`config.mk`:
```
export PLATFORM = sky130hd
export DESIGN_NAME = bpl_top
export DESIGN_NICKNAME = d
export VERILOG_FILES = /design/src/bpl_pkg.sv /design/src/bpl_gmux.sv /design/src/bpl_sync.sv /design/src/bpl_top.sv
export VERILOG_INCLUDE_DIRS = /design/src
export SDC_FILE = /design/constraint.sdc
export NUM_CORES = 1
export LEC_CHECK = 0
export BUFFER_PORTS_ARGS = -buffer_cell sky130_fd_sc_hd__buf_2
export CELL_PAD_IN_SITES_DETAIL_PLACEMENT = 1
export CELL_PAD_IN_SITES_GLOBAL_PLACEMENT = 2
export CORE_MARGIN = 1
export CORE_UTILIZATION = 33
export DETAILED_ROUTE_END_ITERATION = 8
export PLACE_DENSITY = 0.95
export SKIP_LAST_GASP = 1
export SYNTH_ARGS = -nofsm -noshare
export SYNTH_HDL_FRONTEND = slang
export SYNTH_SLANG_ARGS = --single-unit
```
`constraint.sdc`:
```
create_clock -name SYS_CLK -period 7.7 [get_ports SYS_CLK]
set_input_delay 2.31 -clock SYS_CLK [delete_from_list [all_inputs] [get_ports SYS_CLK]]
set_output_delay 2.31 -clock SYS_CLK [all_outputs]
set_load 0.01 [all_outputs]
```
`src/bpl_regs.svh`:
```
// Register offsets, reset values and field positions of the two-port GPIO block.
// Assumes byte addresses on an eight-bit APB address with one aligned word per register.
`ifndef BPL_REGS_SVH
`define BPL_REGS_SVH

// Byte offsets of the registers.
`define BPL_OFF_F_LATCH 8'h00
`define BPL_OFF_F_ANSEL 8'h04
`define BPL_OFF_G_PINS 8'h08
`define BPL_OFF_G_DIR 8'h0C
`define BPL_OFF_G_LATCH 8'h10
`define BPL_OFF_G_ANSEL 8'h14
`define BPL_OFF_F_PINS 8'h18
`define BPL_OFF_F_DIR 8'h1C

// Reset values.
`define BPL_F_ANSEL_RST 8'hFF
`define BPL_G_ANSEL_RST 4'hF
`define BPL_F_DIR_RST 8'hFF
`define BPL_G_DIR_RST 5'h1F
`define BPL_G_DIR_RO_ONE 8'h20

// Field positions.
`define BPL_KEEP_HI 15
`define BPL_KEEP_LO 8
`define BPL_BYTE_HI 7
`define BPL_G_DRV_HI 4
`define BPL_G_ANS_HI 4
`define BPL_G_ANS_LO 1
`define BPL_G_IN_ONLY 5
`define BPL_PIN_CC3 0
`define BPL_PIN_SER_CLK 1
`define BPL_PIN_SER_DATA 2
`define BPL_PIN_CC4 3
`define BPL_PIN_CC5 4

`endif

```
`src/bpl_pkg.sv`:
```
// Types shared by the two-port GPIO block.
// Assumes bpl_regs.svh supplies the offsets and reset values.
package bpl_pkg;

  // One-hot register select decoded from the bus address.
  typedef enum logic [8:0] {
    BPL_REG_NONE = 9'h001,
    BPL_REG_F_LATCH = 9'h002,
    BPL_REG_F_ANSEL = 9'h004,
    BPL_REG_F_PINS = 9'h008,
    BPL_REG_F_DIR = 9'h010,
    BPL_REG_G_PINS = 9'h020,
    BPL_REG_G_DIR = 9'h040,
    BPL_REG_G_LATCH = 9'h080,
    BPL_REG_G_ANSEL = 9'h100
  } bpl_reg_type;

  // Two-stage synchroniser for all fourteen pins.
  typedef struct packed {
    logic [13:0] s1;
    logic [13:0] s2;
  } bpl_sync_state_type;

  // Registered drive of the second port.
  typedef struct packed {
    logic [5:0] out;
    logic [5:0] oe;
  } bpl_mux_state_type;

  // Whole state of the top module.
  typedef struct packed {
    logic [7:0] f_lat;
    logic [7:0] f_ansel;
    logic [7:0] f_dir;
    logic [4:0] g_lat;
    logic [4:0] g_dir;
    logic [3:0] g_ansel;
    logic [31:0] prdata;
    logic pready;
    logic pslverr;
    logic [7:0] f_out;
    logic [7:0] f_oe;
    logic [7:0] f_dis;
    logic [5:0] g_dis;
  } bpl_top_state_type;

endpackage

```
`src/bpl_gmux.sv`:
```
// Output priority and registered drive of the six-pin second port.
// Assumes peripheral outputs and enables come from logic on the same clock.
`timescale 1ns/1ps
`include "bpl_regs.svh"
module bpl_gmux (
  // Clock and reset.
  input wire logic clk,
  input wire logic rst,
  // Port latch and direction.
  input wire logic [4:0] lat,
  input wire logic [4:0] dir,
  // Peripheral output functions.
  input wire logic cc3_out,
  input wire logic cc3_en,
  input wire logic cc4_out,
  input wire logic cc4_en,
  input wire logic cc5_out,
  input wire logic cc5_en,
  input wire logic ser_clk_out,
  input wire logic ser_clk_en,
  input wire logic ser_tx_out,
  input wire logic ser_tx_en,
  input wire logic ser_data_out,
  input wire logic ser_data_en,
  // Registered pin drive.
  output logic [5:0] pin_out,
  output logic [5:0] pin_oe
);
  import bpl_pkg::*;

  bpl_mux_state_type q;
  bpl_mux_state_type d;
  logic [4:0] val;

  // Highest enabled function wins the pin, the latch comes last.
  always_comb begin
    val = lat;
    if (cc3_en) val[`BPL_PIN_CC3] = cc3_out;
    if (ser_clk_en) begin
      val[`BPL_PIN_SER_CLK] = ser_clk_out;
    end else if (ser_tx_en) begin
      val[`BPL_PIN_SER_CLK] = ser_tx_out;
    end
    if (ser_data_en) val[`BPL_PIN_SER_DATA] = ser_data_out;
    if (cc4_en) val[`BPL_PIN_CC4] = cc4_out;
    if (cc5_en) val[`BPL_PIN_CC5] = cc5_out;
    // Driver follows direction only; analog select never enters here.
    d.oe = {1'b0, ~dir};
    d.out = {1'b0, val & ~dir};
    if (rst) begin
      d.oe = 6'h00;
      d.out = 6'h00;
    end
  end

  // Drive registers.
  always_ff @(posedge clk) begin
    q <= d;
  end

  assign pin_out = q.out;
  assign pin_oe = q.oe;
endmodule // bpl_gmux

```
`src/bpl_sync.sv`:
```
// Two flip-flop synchroniser for the pin levels of both ports.
// Assumes the pins change with no relation to SYS_CLK.
`timescale 1ns/1ps
module bpl_sync (
  // Clock.
  input wire logic clk,
  // Asynchronous pin levels and their synchronised copy.
  input wire logic [13:0] pins_async,
  output logic [13:0] pins_sync
);
  import bpl_pkg::*;

  bpl_sync_state_type q;
  bpl_sync_state_type d;

  // The first stage feeds only the second stage.
  always_comb begin
    d.s1 = pins_async;
    d.s2 = q.s1;
  end

  // Pin levels carry no reset: they are unknown until sampled.
  always_ff @(posedge clk) begin
    q <= d;
  end

  assign pins_sync = q.s2;
endmodule // bpl_sync

```
`src/bpl_top.sv`:
```
// Two general-purpose bidirectional ports with latch, direction and analog select.
// Assumes an APB master on SYS_CLK and pins driven from outside the clock domain.
`timescale 1ns/1ps
`include "bpl_regs.svh"
// Function
// - Second port has six pins with readable levels; pins four to zero also have direction and latch.
// - Direction one disables the driver; zero drives the latch onto the pin.
// - Sixth pin of the second port is input only; its direction reads one.
// - Reading the pin register gives pin levels; writing it updates the latch.
// - Port writes read pins, modify addressed bits, store result in the latch.
// - Direction bits keep steering drivers while pins are in analog mode.
// - Analog pins read zero digitally and their input buffer is disabled.
// - Analog select never stops a pin driving its digital output value.
// - Every implemented analog-select bit of both ports resets to one.
// - With several output functions enabled, the highest priority one drives.
// - Second-port priorities: CC3; serial clock then transmit; serial data; CC4; CC5.
// - Peripheral outputs still control pins that are in analog mode.
// - Second-port pin register: bits five to zero, bit five read-only, upper zero.
// - Second-port direction: bits four to zero reset to one, bit five reads one.
// - Second-port latch: bits four to zero kept over resets, upper bits zero.
// - First-port latch: eight bits kept over resets, target of pin writes.
// - First-port analog select: eight bits, zero digital, one analog.
// - Second-port analog select holds bits four to one, others read zero.
// - First port has eight pins with direction one input, zero output.
module bpl_top (
  // Clock and reset.
  input wire logic SYS_CLK,
  input wire logic SYS_RST,
  // APB slave.
  input wire logic PSEL,
  input wire logic PENABLE,
  input wire logic PWRITE,
  input wire logic [7:0] PADDR,
  input wire logic [31:0] PWDATA,
  output logic [31:0] PRDATA,
  output logic PREADY,
  output logic PSLVERR,
  // First port pins.
  input wire logic [7:0] FP_PIN_IN,
  output logic [7:0] FP_PIN_OUT,
  output logic [7:0] FP_PIN_OE,
  output logic [7:0] FP_DIG_IN_DIS,
  // Second port pins.
  input wire logic [5:0] SP_PIN_IN,
  output logic [5:0] SP_PIN_OUT,
  output logic [5:0] SP_PIN_OE,
  output logic [5:0] SP_DIG_IN_DIS,
  // Peripheral output functions of the second port.
  input wire logic CAPTURE_COMPARE_THREE_OUTPUT,
  input wire logic CAPTURE_COMPARE_THREE_ENABLE,
  input wire logic CAPTURE_COMPARE_FOUR_OUTPUT,
  input wire logic CAPTURE_COMPARE_FOUR_ENABLE,
  input wire logic CAPTURE_COMPARE_FIVE_OUTPUT,
  input wire logic CAPTURE_COMPARE_FIVE_ENABLE,
  input wire logic SERIAL_TWO_CLOCK_OUTPUT,
  input wire logic SERIAL_TWO_CLOCK_ENABLE,
  input wire logic SERIAL_TWO_TRANSMIT_OUTPUT,
  input wire logic SERIAL_TWO_TRANSMIT_ENABLE,
  input wire logic SERIAL_TWO_DATA_OUTPUT,
  input wire logic SERIAL_TWO_DATA_ENABLE
);
  import bpl_pkg::*;

  bpl_top_state_type q;
  bpl_top_state_type d;
  logic [13:0] pins_sync;
  logic [7:0] f_read;
  logic [5:0] g_read;
  logic [7:0] g_ansel_view;
  logic setup;
  logic access;
  bpl_reg_type sel;
  logic [31:0] rd_val;

  // Decodes a byte address into a one-hot register select.
  function automatic bpl_reg_type decode(input logic [7:0] a);
    case (a)
      `BPL_OFF_F_LATCH: decode = BPL_REG_F_LATCH;
      `BPL_OFF_F_ANSEL: decode = BPL_REG_F_ANSEL;
      `BPL_OFF_F_PINS: decode = BPL_REG_F_PINS;
      `BPL_OFF_F_DIR: decode = BPL_REG_F_DIR;
      `BPL_OFF_G_PINS: decode = BPL_REG_G_PINS;
      `BPL_OFF_G_DIR: decode = BPL_REG_G_DIR;
      `BPL_OFF_G_LATCH: decode = BPL_REG_G_LATCH;
      `BPL_OFF_G_ANSEL: decode = BPL_REG_G_ANSEL;
      default: decode = BPL_REG_NONE;
    endcase
  endfunction

  // Digital read of a pin: analog pins always read zero.
  function automatic logic [7:0] dig_read(input logic [7:0] pins, input logic [7:0] ansel);
    dig_read = pins & ~ansel;
  endfunction

  // Read-modify-write: bits set in the keep mask take the current pin read.
  function automatic logic [7:0] rmw(input logic [7:0] pins, input logic [31:0] wdata);
    logic [7:0] keep;
    keep = wdata[`BPL_KEEP_HI:`BPL_KEEP_LO];
    rmw = (pins & keep) | (wdata[`BPL_BYTE_HI:0] & ~keep);
  endfunction

  // Both ports pass through one two-stage synchroniser.
  bpl_sync u_sync (
    .clk(SYS_CLK),
    .pins_async({SP_PIN_IN, FP_PIN_IN}),
    .pins_sync(pins_sync)
  );

  // Second-port priority mux and drive registers.
  bpl_gmux u_gmux (
    .clk(SYS_CLK),
    .rst(SYS_RST),
    .lat(q.g_lat),
    .dir(q.g_dir),
    .cc3_out(CAPTURE_COMPARE_THREE_OUTPUT),
    .cc3_en(CAPTURE_COMPARE_THREE_ENABLE),
    .cc4_out(CAPTURE_COMPARE_FOUR_OUTPUT),
    .cc4_en(CAPTURE_COMPARE_FOUR_ENABLE),
    .cc5_out(CAPTURE_COMPARE_FIVE_OUTPUT),
    .cc5_en(CAPTURE_COMPARE_FIVE_ENABLE),
    .ser_clk_out(SERIAL_TWO_CLOCK_OUTPUT),
    .ser_clk_en(SERIAL_TWO_CLOCK_ENABLE),
    .ser_tx_out(SERIAL_TWO_TRANSMIT_OUTPUT),
    .ser_tx_en(SERIAL_TWO_TRANSMIT_ENABLE),
    .ser_data_out(SERIAL_TWO_DATA_OUTPUT),
    .ser_data_en(SERIAL_TWO_DATA_ENABLE),
    .pin_out(SP_PIN_OUT),
    .pin_oe(SP_PIN_OE)
  );

  // Bus phases, address decode and digital pin reads.
  assign setup = PSEL & ~PENABLE;
  assign access = PSEL & PENABLE & q.pready;
  assign sel = decode(PADDR);
  assign g_ansel_view = {3'h0, q.g_ansel, 1'b0};
  assign f_read = dig_read(pins_sync[7:0], q.f_ansel);
  assign g_read = 6'(dig_read({2'h0, pins_sync[13:8]}, g_ansel_view));

  // Read value of the addressed register, unused bits as zero.
  always_comb begin
    case (sel)
      BPL_REG_F_LATCH: rd_val = {24'h00_0000, q.f_lat};
      BPL_REG_F_ANSEL: rd_val = {24'h00_0000, q.f_ansel};
      BPL_REG_F_PINS: rd_val = {24'h00_0000, f_read};
      BPL_REG_F_DIR: rd_val = {24'h00_0000, q.f_dir};
      BPL_REG_G_PINS: rd_val = {26'h000_0000, g_read};
      BPL_REG_G_DIR: rd_val = {24'h00_0000, `BPL_G_DIR_RO_ONE | {3'h0, q.g_dir}};
      BPL_REG_G_LATCH: rd_val = {27'h000_0000, q.g_lat};
      BPL_REG_G_ANSEL: rd_val = {24'h00_0000, g_ansel_view};
      default: rd_val = 32'h0000_0000;
    endcase
  end

  // Next state: bus answer, register writes, first-port drive and reset.
  always_comb begin
    d = q;
    // Answer is prepared during setup so the access phase needs no wait.
    d.pready = setup;
    d.pslverr = setup & (sel == BPL_REG_NONE);
    d.prdata = setup ? rd_val : 32'h0000_0000;
    if (access && PWRITE) begin
      case (sel)
        BPL_REG_F_LATCH: d.f_lat = PWDATA[`BPL_BYTE_HI:0];
        BPL_REG_F_ANSEL: d.f_ansel = PWDATA[`BPL_BYTE_HI:0];
        BPL_REG_F_PINS: d.f_lat = rmw(f_read, PWDATA);
        BPL_REG_F_DIR: d.f_dir = PWDATA[`BPL_BYTE_HI:0];
        BPL_REG_G_PINS: d.g_lat = 5'(rmw({2'h0, g_read}, PWDATA));
        BPL_REG_G_DIR: d.g_dir = PWDATA[`BPL_G_DRV_HI:0];
        BPL_REG_G_LATCH: d.g_lat = PWDATA[`BPL_G_DRV_HI:0];
        BPL_REG_G_ANSEL: d.g_ansel = PWDATA[`BPL_G_ANS_HI:`BPL_G_ANS_LO];
        default: d.g_lat = q.g_lat;
      endcase
    end
    // Pins follow the registers one edge later; analog select gates only the input buffers.
    d.f_oe = ~q.f_dir;
    d.f_out = q.f_lat & ~q.f_dir;
    d.f_dis = q.f_ansel;
    d.g_dis = g_ansel_view[5:0];
    // Latches keep their value over reset; everything else is defined.
    if (SYS_RST) begin
      d.f_ansel = `BPL_F_ANSEL_RST;
      d.g_ansel = `BPL_G_ANSEL_RST;
      d.f_dir = `BPL_F_DIR_RST;
      d.g_dir = `BPL_G_DIR_RST;
      d.prdata = 32'h0000_0000;
      d.pready = 1'b0;
      d.pslverr = 1'b0;
      d.f_out = 8'h00;
      d.f_oe = 8'h00;
      d.f_dis = `BPL_F_ANSEL_RST;
      d.g_dis = {1'b0, `BPL_G_ANSEL_RST, 1'b0};
    end
  end

  // State register.
  always_ff @(posedge SYS_CLK) begin
    q <= d;
  end

  // Outputs straight from the state register.
  assign PRDATA = q.prdata;
  assign PREADY = q.pready;
  assign PSLVERR = q.pslverr;
  assign FP_PIN_OUT = q.f_out;
  assign FP_PIN_OE = q.f_oe;
  assign FP_DIG_IN_DIS = q.f_dis;
  assign SP_DIG_IN_DIS = q.g_dis;
endmodule // bpl_top

```
# After elaboration in Yosys (flattened, before gate mapping)
# Memory sizes are Yosys's and may differ from the RTL's.
# Cells that the tools add are included.
totals:
  inputBits: 71
  romBits: 288
  mem_count: 1
  ff_bits: 142
  wordCells: 71
  output_inout_bits: 76
mem_list:
  columns: ["memory", "depth", "width", "rd", "rd_clocked_by_memory_dff", "write_ports", "line_no", "rtl"]
  rows:
  - ["(no name shown)", 32, 9, 1, 0, 0, "bpl_top.sv:77", "case (a)"]
classes:
  mux: 10
  reduce_logical: 11
  n_eq_ne: 9
  n_bitwise: 20
op_table:
  columns: ["operator", "n"]
  rows:
  - ["one-hot mux 8 bit (8 select lines)", 1]
  - ["bitwise AND 8 bit", 4]
  - ["inverter 8 bit", 3]
  - ["one-hot mux 8 bit (2 select lines)", 1]
  - ["AND reduction 2 bit", 6]
  - ["bitwise AND 5 bit", 2]
  - ["one-hot mux 5 bit (2 select lines)", 1]
  - ["equality test 9 x 1 -> 1 bit, second input constant", 1]
  - ["equality test 9 x 2 -> 1 bit, second input constant", 1]
  - ["equality test 9 x 3 -> 1 bit, second input constant", 1]
  - ["equality test 9 x 4 -> 1 bit, second input constant", 1]
  - ["equality test 9 x 5 -> 1 bit, second input constant", 1]
  - ["equality test 9 x 6 -> 1 bit, second input constant", 1]
  - ["equality test 9 x 7 -> 1 bit, second input constant", 1]
  - ["equality test 9 x 8 -> 1 bit, second input constant", 1]
  - ["equality test 9 bit, second input constant", 1]
  - ["2-to-1 mux 9 bit", 1]
  - ["bitwise OR 8 bit", 1]
  - ["bitwise AND 6 bit", 1]
  - ["2-to-1 mux 1 bit", 6]
  - ["inverter 5 -> 6 bit", 1]
  - ["inverter 5 bit", 1]
  - ["bitwise OR 5 bit", 1]
  - ["bitwise AND 1 bit", 4]
  - ["5 further kinds", 7]

# Logic depth before layout (Yosys ltp)
depth:
  depth_word: 5
  mapped_depth: 7
  mapped_depth_nobuf: 4

# Hierarchy
# From an unflattened synthesis, not the netlist that was laid out.
unflattened:
  cells_unflattened: 418
  area_unflattened_um2: 4534.3
modules_own_cells:
  columns: ["module", "area_each_um2", "instances", "seq_area_each_um2", "cells_each"]
  rows:
  - ["bpl_top", 3639.7, 1, 1651.6, 360]
  - ["bpl_sync", 560.5, 1, 560.5, 28]
  - ["bpl_gmux", 334.1, 1, 200.2, 30]

# Least setup slack after synthesis
# No wires, ideal clock.
synth_timing:
  path_type: "in2reg"
  start: "input port PADDR[6]"
  end: "register q[100] (netlist bit), enable pin"
  arrival_time_ns: 3.883
  cell_stages: 3
  setup_ns: 0.398
  required_ns: 7.302
  n_path_buf: 0
  setup_slack_ns: 3.419
  path_cell_list: "or3_4 > nor3_1 > nor4b_1"
synth_between:
  elab_chain_cells: 5
  elab_cells_between_ends: 6
  cone_classes: "eq/ne: 2; mux: 1; reduce/logical: 3"
synth_rtl:
  columns: ["item", "line_no", "rtl"]
  rows:
  - ["from (decl)", "bpl_top.sv:33", "input wire logic [7:0] PADDR,"]
  - ["logical NOT 3 bit *", "bpl_top.sv:77", null]
  - ["2-to-1 mux 9 bit *", "bpl_top.sv:77", null]
  - ["equality test 9 x 4 -> 1 bit or equality test 9 x 2 -> 1 bit (tied branches)", "bpl_top.sv:162", "case (sel)"]
  - ["nonzero test 2 bit (no line) *", null, null]
  - ["AND reduction 2 bit (no line) *", null, null]
  - ["to (signal assigned)", "bpl_top.sv:197", "q <= d;"]
  - ["to (decl)", "bpl_top.sv:64", "bpl_top_state_type q;"]
# Mark *: on every way between the ends. The rest lies on a longest branch, timed or not.
# A chain may end at the register's enable or synchronous reset.

# Worst setup path after layout
layout_timing:
  start: "input port PADDR[4]"
  end: "register q[95] (netlist bit), data pin"
layout_between:
  elab_chain_cells: 4
  elab_cells_between_ends: 5
  cone_classes: "eq/ne: 2; mux: 2; memory: 1"
layout_rtl:
  columns: ["item", "line_no"]
  rows:
  - ["memory read (32 x 9 bit) *", null]
  - ["2-to-1 mux 9 bit *", "bpl_top.sv:77"]
  - ["equality test 9 x 4 -> 1 bit or equality test 9 x 2 -> 1 bit (tied branches)", "bpl_top.sv:162"]
  - ["one-hot mux 8 bit (2 select lines) *", "bpl_top.sv:162"]
# Marked as above.

==> impl_metrics.py <==
metrics = {
    "run_status": {
        "status": "finished clean",
    },
    "worst_setup_path": {
        "crit_type": "in -> reg",
        "worst-path-max-fanout": 20,
        "max_stage_delay_ns": 0.70,
        "worst_ep_required_time_ns": 7.85,
        "crit_path_end_kind": "register",
        "reg2regPathDepth": 4,
        "cp_num_buf_inv": 1,
        "worstPathCellList": "buf_2 -> or4b_1 -> nor2b_1 -> nand2_1 -> mux2_1",
        "worst_path_max_delay_cell": "nor2b_1",
        "crit_path_start_kind": "input pin",
        "path_depth": 5,
        "worstPathArrival_ns": 4.53,
        "crit_family": "simple AND/OR/NAND/NOR gates",
    },
    "floorplan": {
        "design.die.area_mm2": 0.0141,
        "die_w_um": 119,
        "start_util": 0.339,
        "pin_count": 147,
        "num_rows": 42,
        "coreArea_mm2": 0.0132,
        "die_h_um": 119,
    },
    "sta": {
        "whs_ns": 0.325,
        "tightest_slew_ns": 1.14,
        "timing.final.ws_setup_ns": 3.31,
        "hold_violations": 0,
        "skew_ns": 0.0118,
        "min_period_over_period": 0.570,
        "setup_violations": 0,
        "rsz0062_at_grt": "no",
        "layout_min_cycle_time_ns": 4.39,
        "maxSlewViolCount": 0,
        "timing.fmax_ghz": 0.228,
        "tns_ns": 0,
        "max_slew_margin": 0.237,
    },
    "placement": {
        "place_area_mm2": 0.00476,
        "pre_cts_ws_ns": 2.92,
        "io_buffers": 102,
        "placedCellCount": 644,
        "routabilityCongestion": 0.780,
        "hpwl_um": 7480,
    },
    "cells_and_area": {
        "instances_no_fill": 675,
        "post-route-util": 0.406,
        "final_cell_area_mm2": 0.00538,
        "nNetsFinal": 558,
        "drive_gt1_frac": 0.339,
        "area.growth.synth_to_final_pct": 19.9,
    },
    "yosys": {
        "synth_top_family_by_area": "simple AND/OR/NAND/NOR gates",
        "synthMuxAreaShare": 0.0968,
        "synth_top_area_share": 0.451,
        "synth_xor_area_frac": 0.00195,
        "synth-seq-cells": 114,
        "async_reset_ff_frac": 0,
        "yosysWarnings": 0,
        "ys_seq_area_frac": 0.538,
        "synthCells": 420,
        "synth_flop_cell": "dfxtp_1",
        "synthAdderAreaFrac": 0,
        "synth-compound-area-share": 0.0709,
        "syn_avg_cell_area_um2": 10.7,
        "ys_types": 46,
        "yosys.area.top_type": "dfxtp_1",
        "syn_area_mm2": 0.00449,
        "synth.area.top_cells": "dfxtp_1, buf_4, edfxtp_1",
        "synth_common_cells": "dfxtp_1, buf_4, nor2_1",
        "synth_edf_count": 13,
        "yosys.area_share.simple": 0.154,
        "yosys.cell_count.top_type": "dfxtp_1",
    },
    "clocking": {
        "clockBufferDepth": 2,
        "h-tree-depth": 4,
        "tritoncts": "yes",
        "cts_resized": 0,
        "post-cts-setup-buffers": 0,
        "clock_sinks": 114,
        "path_clk_slew_ns": 0.05,
        "clk_latency_ns": 0.41,
        "cts-root-buf": "clkbuf_16",
        "numCtsBuffers": 17,
        "ctsHoldBuffers": 0,
    },
    "min_path": {
        "hp-class": "reg -> reg",
        "min_path_cells": 0,
    },
    "routing": {
        "wire_per_inst_um": 15.8,
        "dr.pass1.iters": 4,
        "vias": 3074,
        "drc": 0,
        "via_per_inst": 4.55,
        "postRouteAntennaNets": 0,
        "drtIter0Drc": 155,
        "drt_wl_total_um": 10600,
    },
    "global_route": {
        "grt_pass1_wl_um": 16800,
        "grt_max_degree": 61,
        "grt_util_all_layers": 0.157,
        "antenna_found_initial": 2,
        "overflow": 0,
        "grt_pass1_vias": 3193,
    },
    "power": {
        "peakVddDrop_mv": 0.142,
        "power_leakage_nw": 2.30,
        "finalPower_mw": 1.47,
        "p_per_area_mw_per_mm2": 273,
    },
    "job": {
        "drv_cap": 0,
    },
}
==> logic make-up (layout without fill, tap and decap cells) <==
family / after synthesis / after routing
buf+inv: 95 / 146
other cells: 1 / 29
xor+xnor: 1 / 1
compound gates: 42 / 42
simple gates: 131 / 131
flops: 114 / 114
mux: 36 / 36
==> cell usage in the layout (no fill, tap or decap), types with 15 or more instances in the layout <==
master       n
mux2_2      18
conb_1      28
nand2_1     16
buf_2      102
clkbuf_16   18
nor2b_1     18
nor3_1      15
dfxtp_1    101
nor2_1      45
==> power by group <==
group / internal (mW) / leakage [nW] / switching [mW]
clock network: 0.535 / 0.306 / 0.260
registers: 0.610 / 0.943 / 0.00206
logic: 0.0246 / 1.05 / 0.0354
total: 1.17 / 2.30 / 0.298
==> per-layer routing <==
| layer | wire, µm | up-vias | share of wire | track usage |
|---|---|---|---|---|
| met5 | 27 | - | 0.0025 | 0 |
| met4 | 185 | 4 | 0.017 | 0.0878 |
| met3 | 677 | 20 | 0.064 | 0.0526 |
| met2 | 5030 | 102 | 0.47 | 0.249 |
| met1 | 4730 | 1478 | 0.44 | 0.187 |
| li1 | - | 1470 | - | - |
==> final timing paths <==
check / end / startpoint / slack (ns)
max: q[95] / PADDR[4] / 3.31
min: u_sync.pins_sync[10] / u_sync.d[10] / 0.33
max reg2reg: q[70] / PREADY / 5.44
min reg2reg: u_sync.pins_sync[10] / u_sync.d[10] / 0.33
==> area by class of cell <==
| cell class | count | area, µm² |
|---|---|---|
| Sequential cell | 114 | 2410 |
| Antenna cell | 1 | 2.50 |
| Timing Repair Buffer | 103 | 518 |
| Clock buffer | 23 | 519 |
| Fill cell | 1514 | 7860 |
| Clock inverter | 7 | 96.3 |
| Tap cell | 176 | 220 |
| Inverter | 13 | 48.8 |
| Multi-Input combinational cell | 238 | 1560 |
==> state kept, by name (all words and copies together) (netlist names) <==
signal            flops
PREADY                1
PRDATA                8
u_sync.d             14
PSLVERR               1
FP_DIG_IN_DIS         8
FP_PIN_OE             8
g_ansel_view          4
u_gmux.pin_oe         5
q                    34
FP_PIN_OUT            8
u_sync.pins_sync     14
SP_DIG_IN_DIS         4
u_gmux.pin_out        5
No activity file was read; power rests on OpenSTA's default activity.
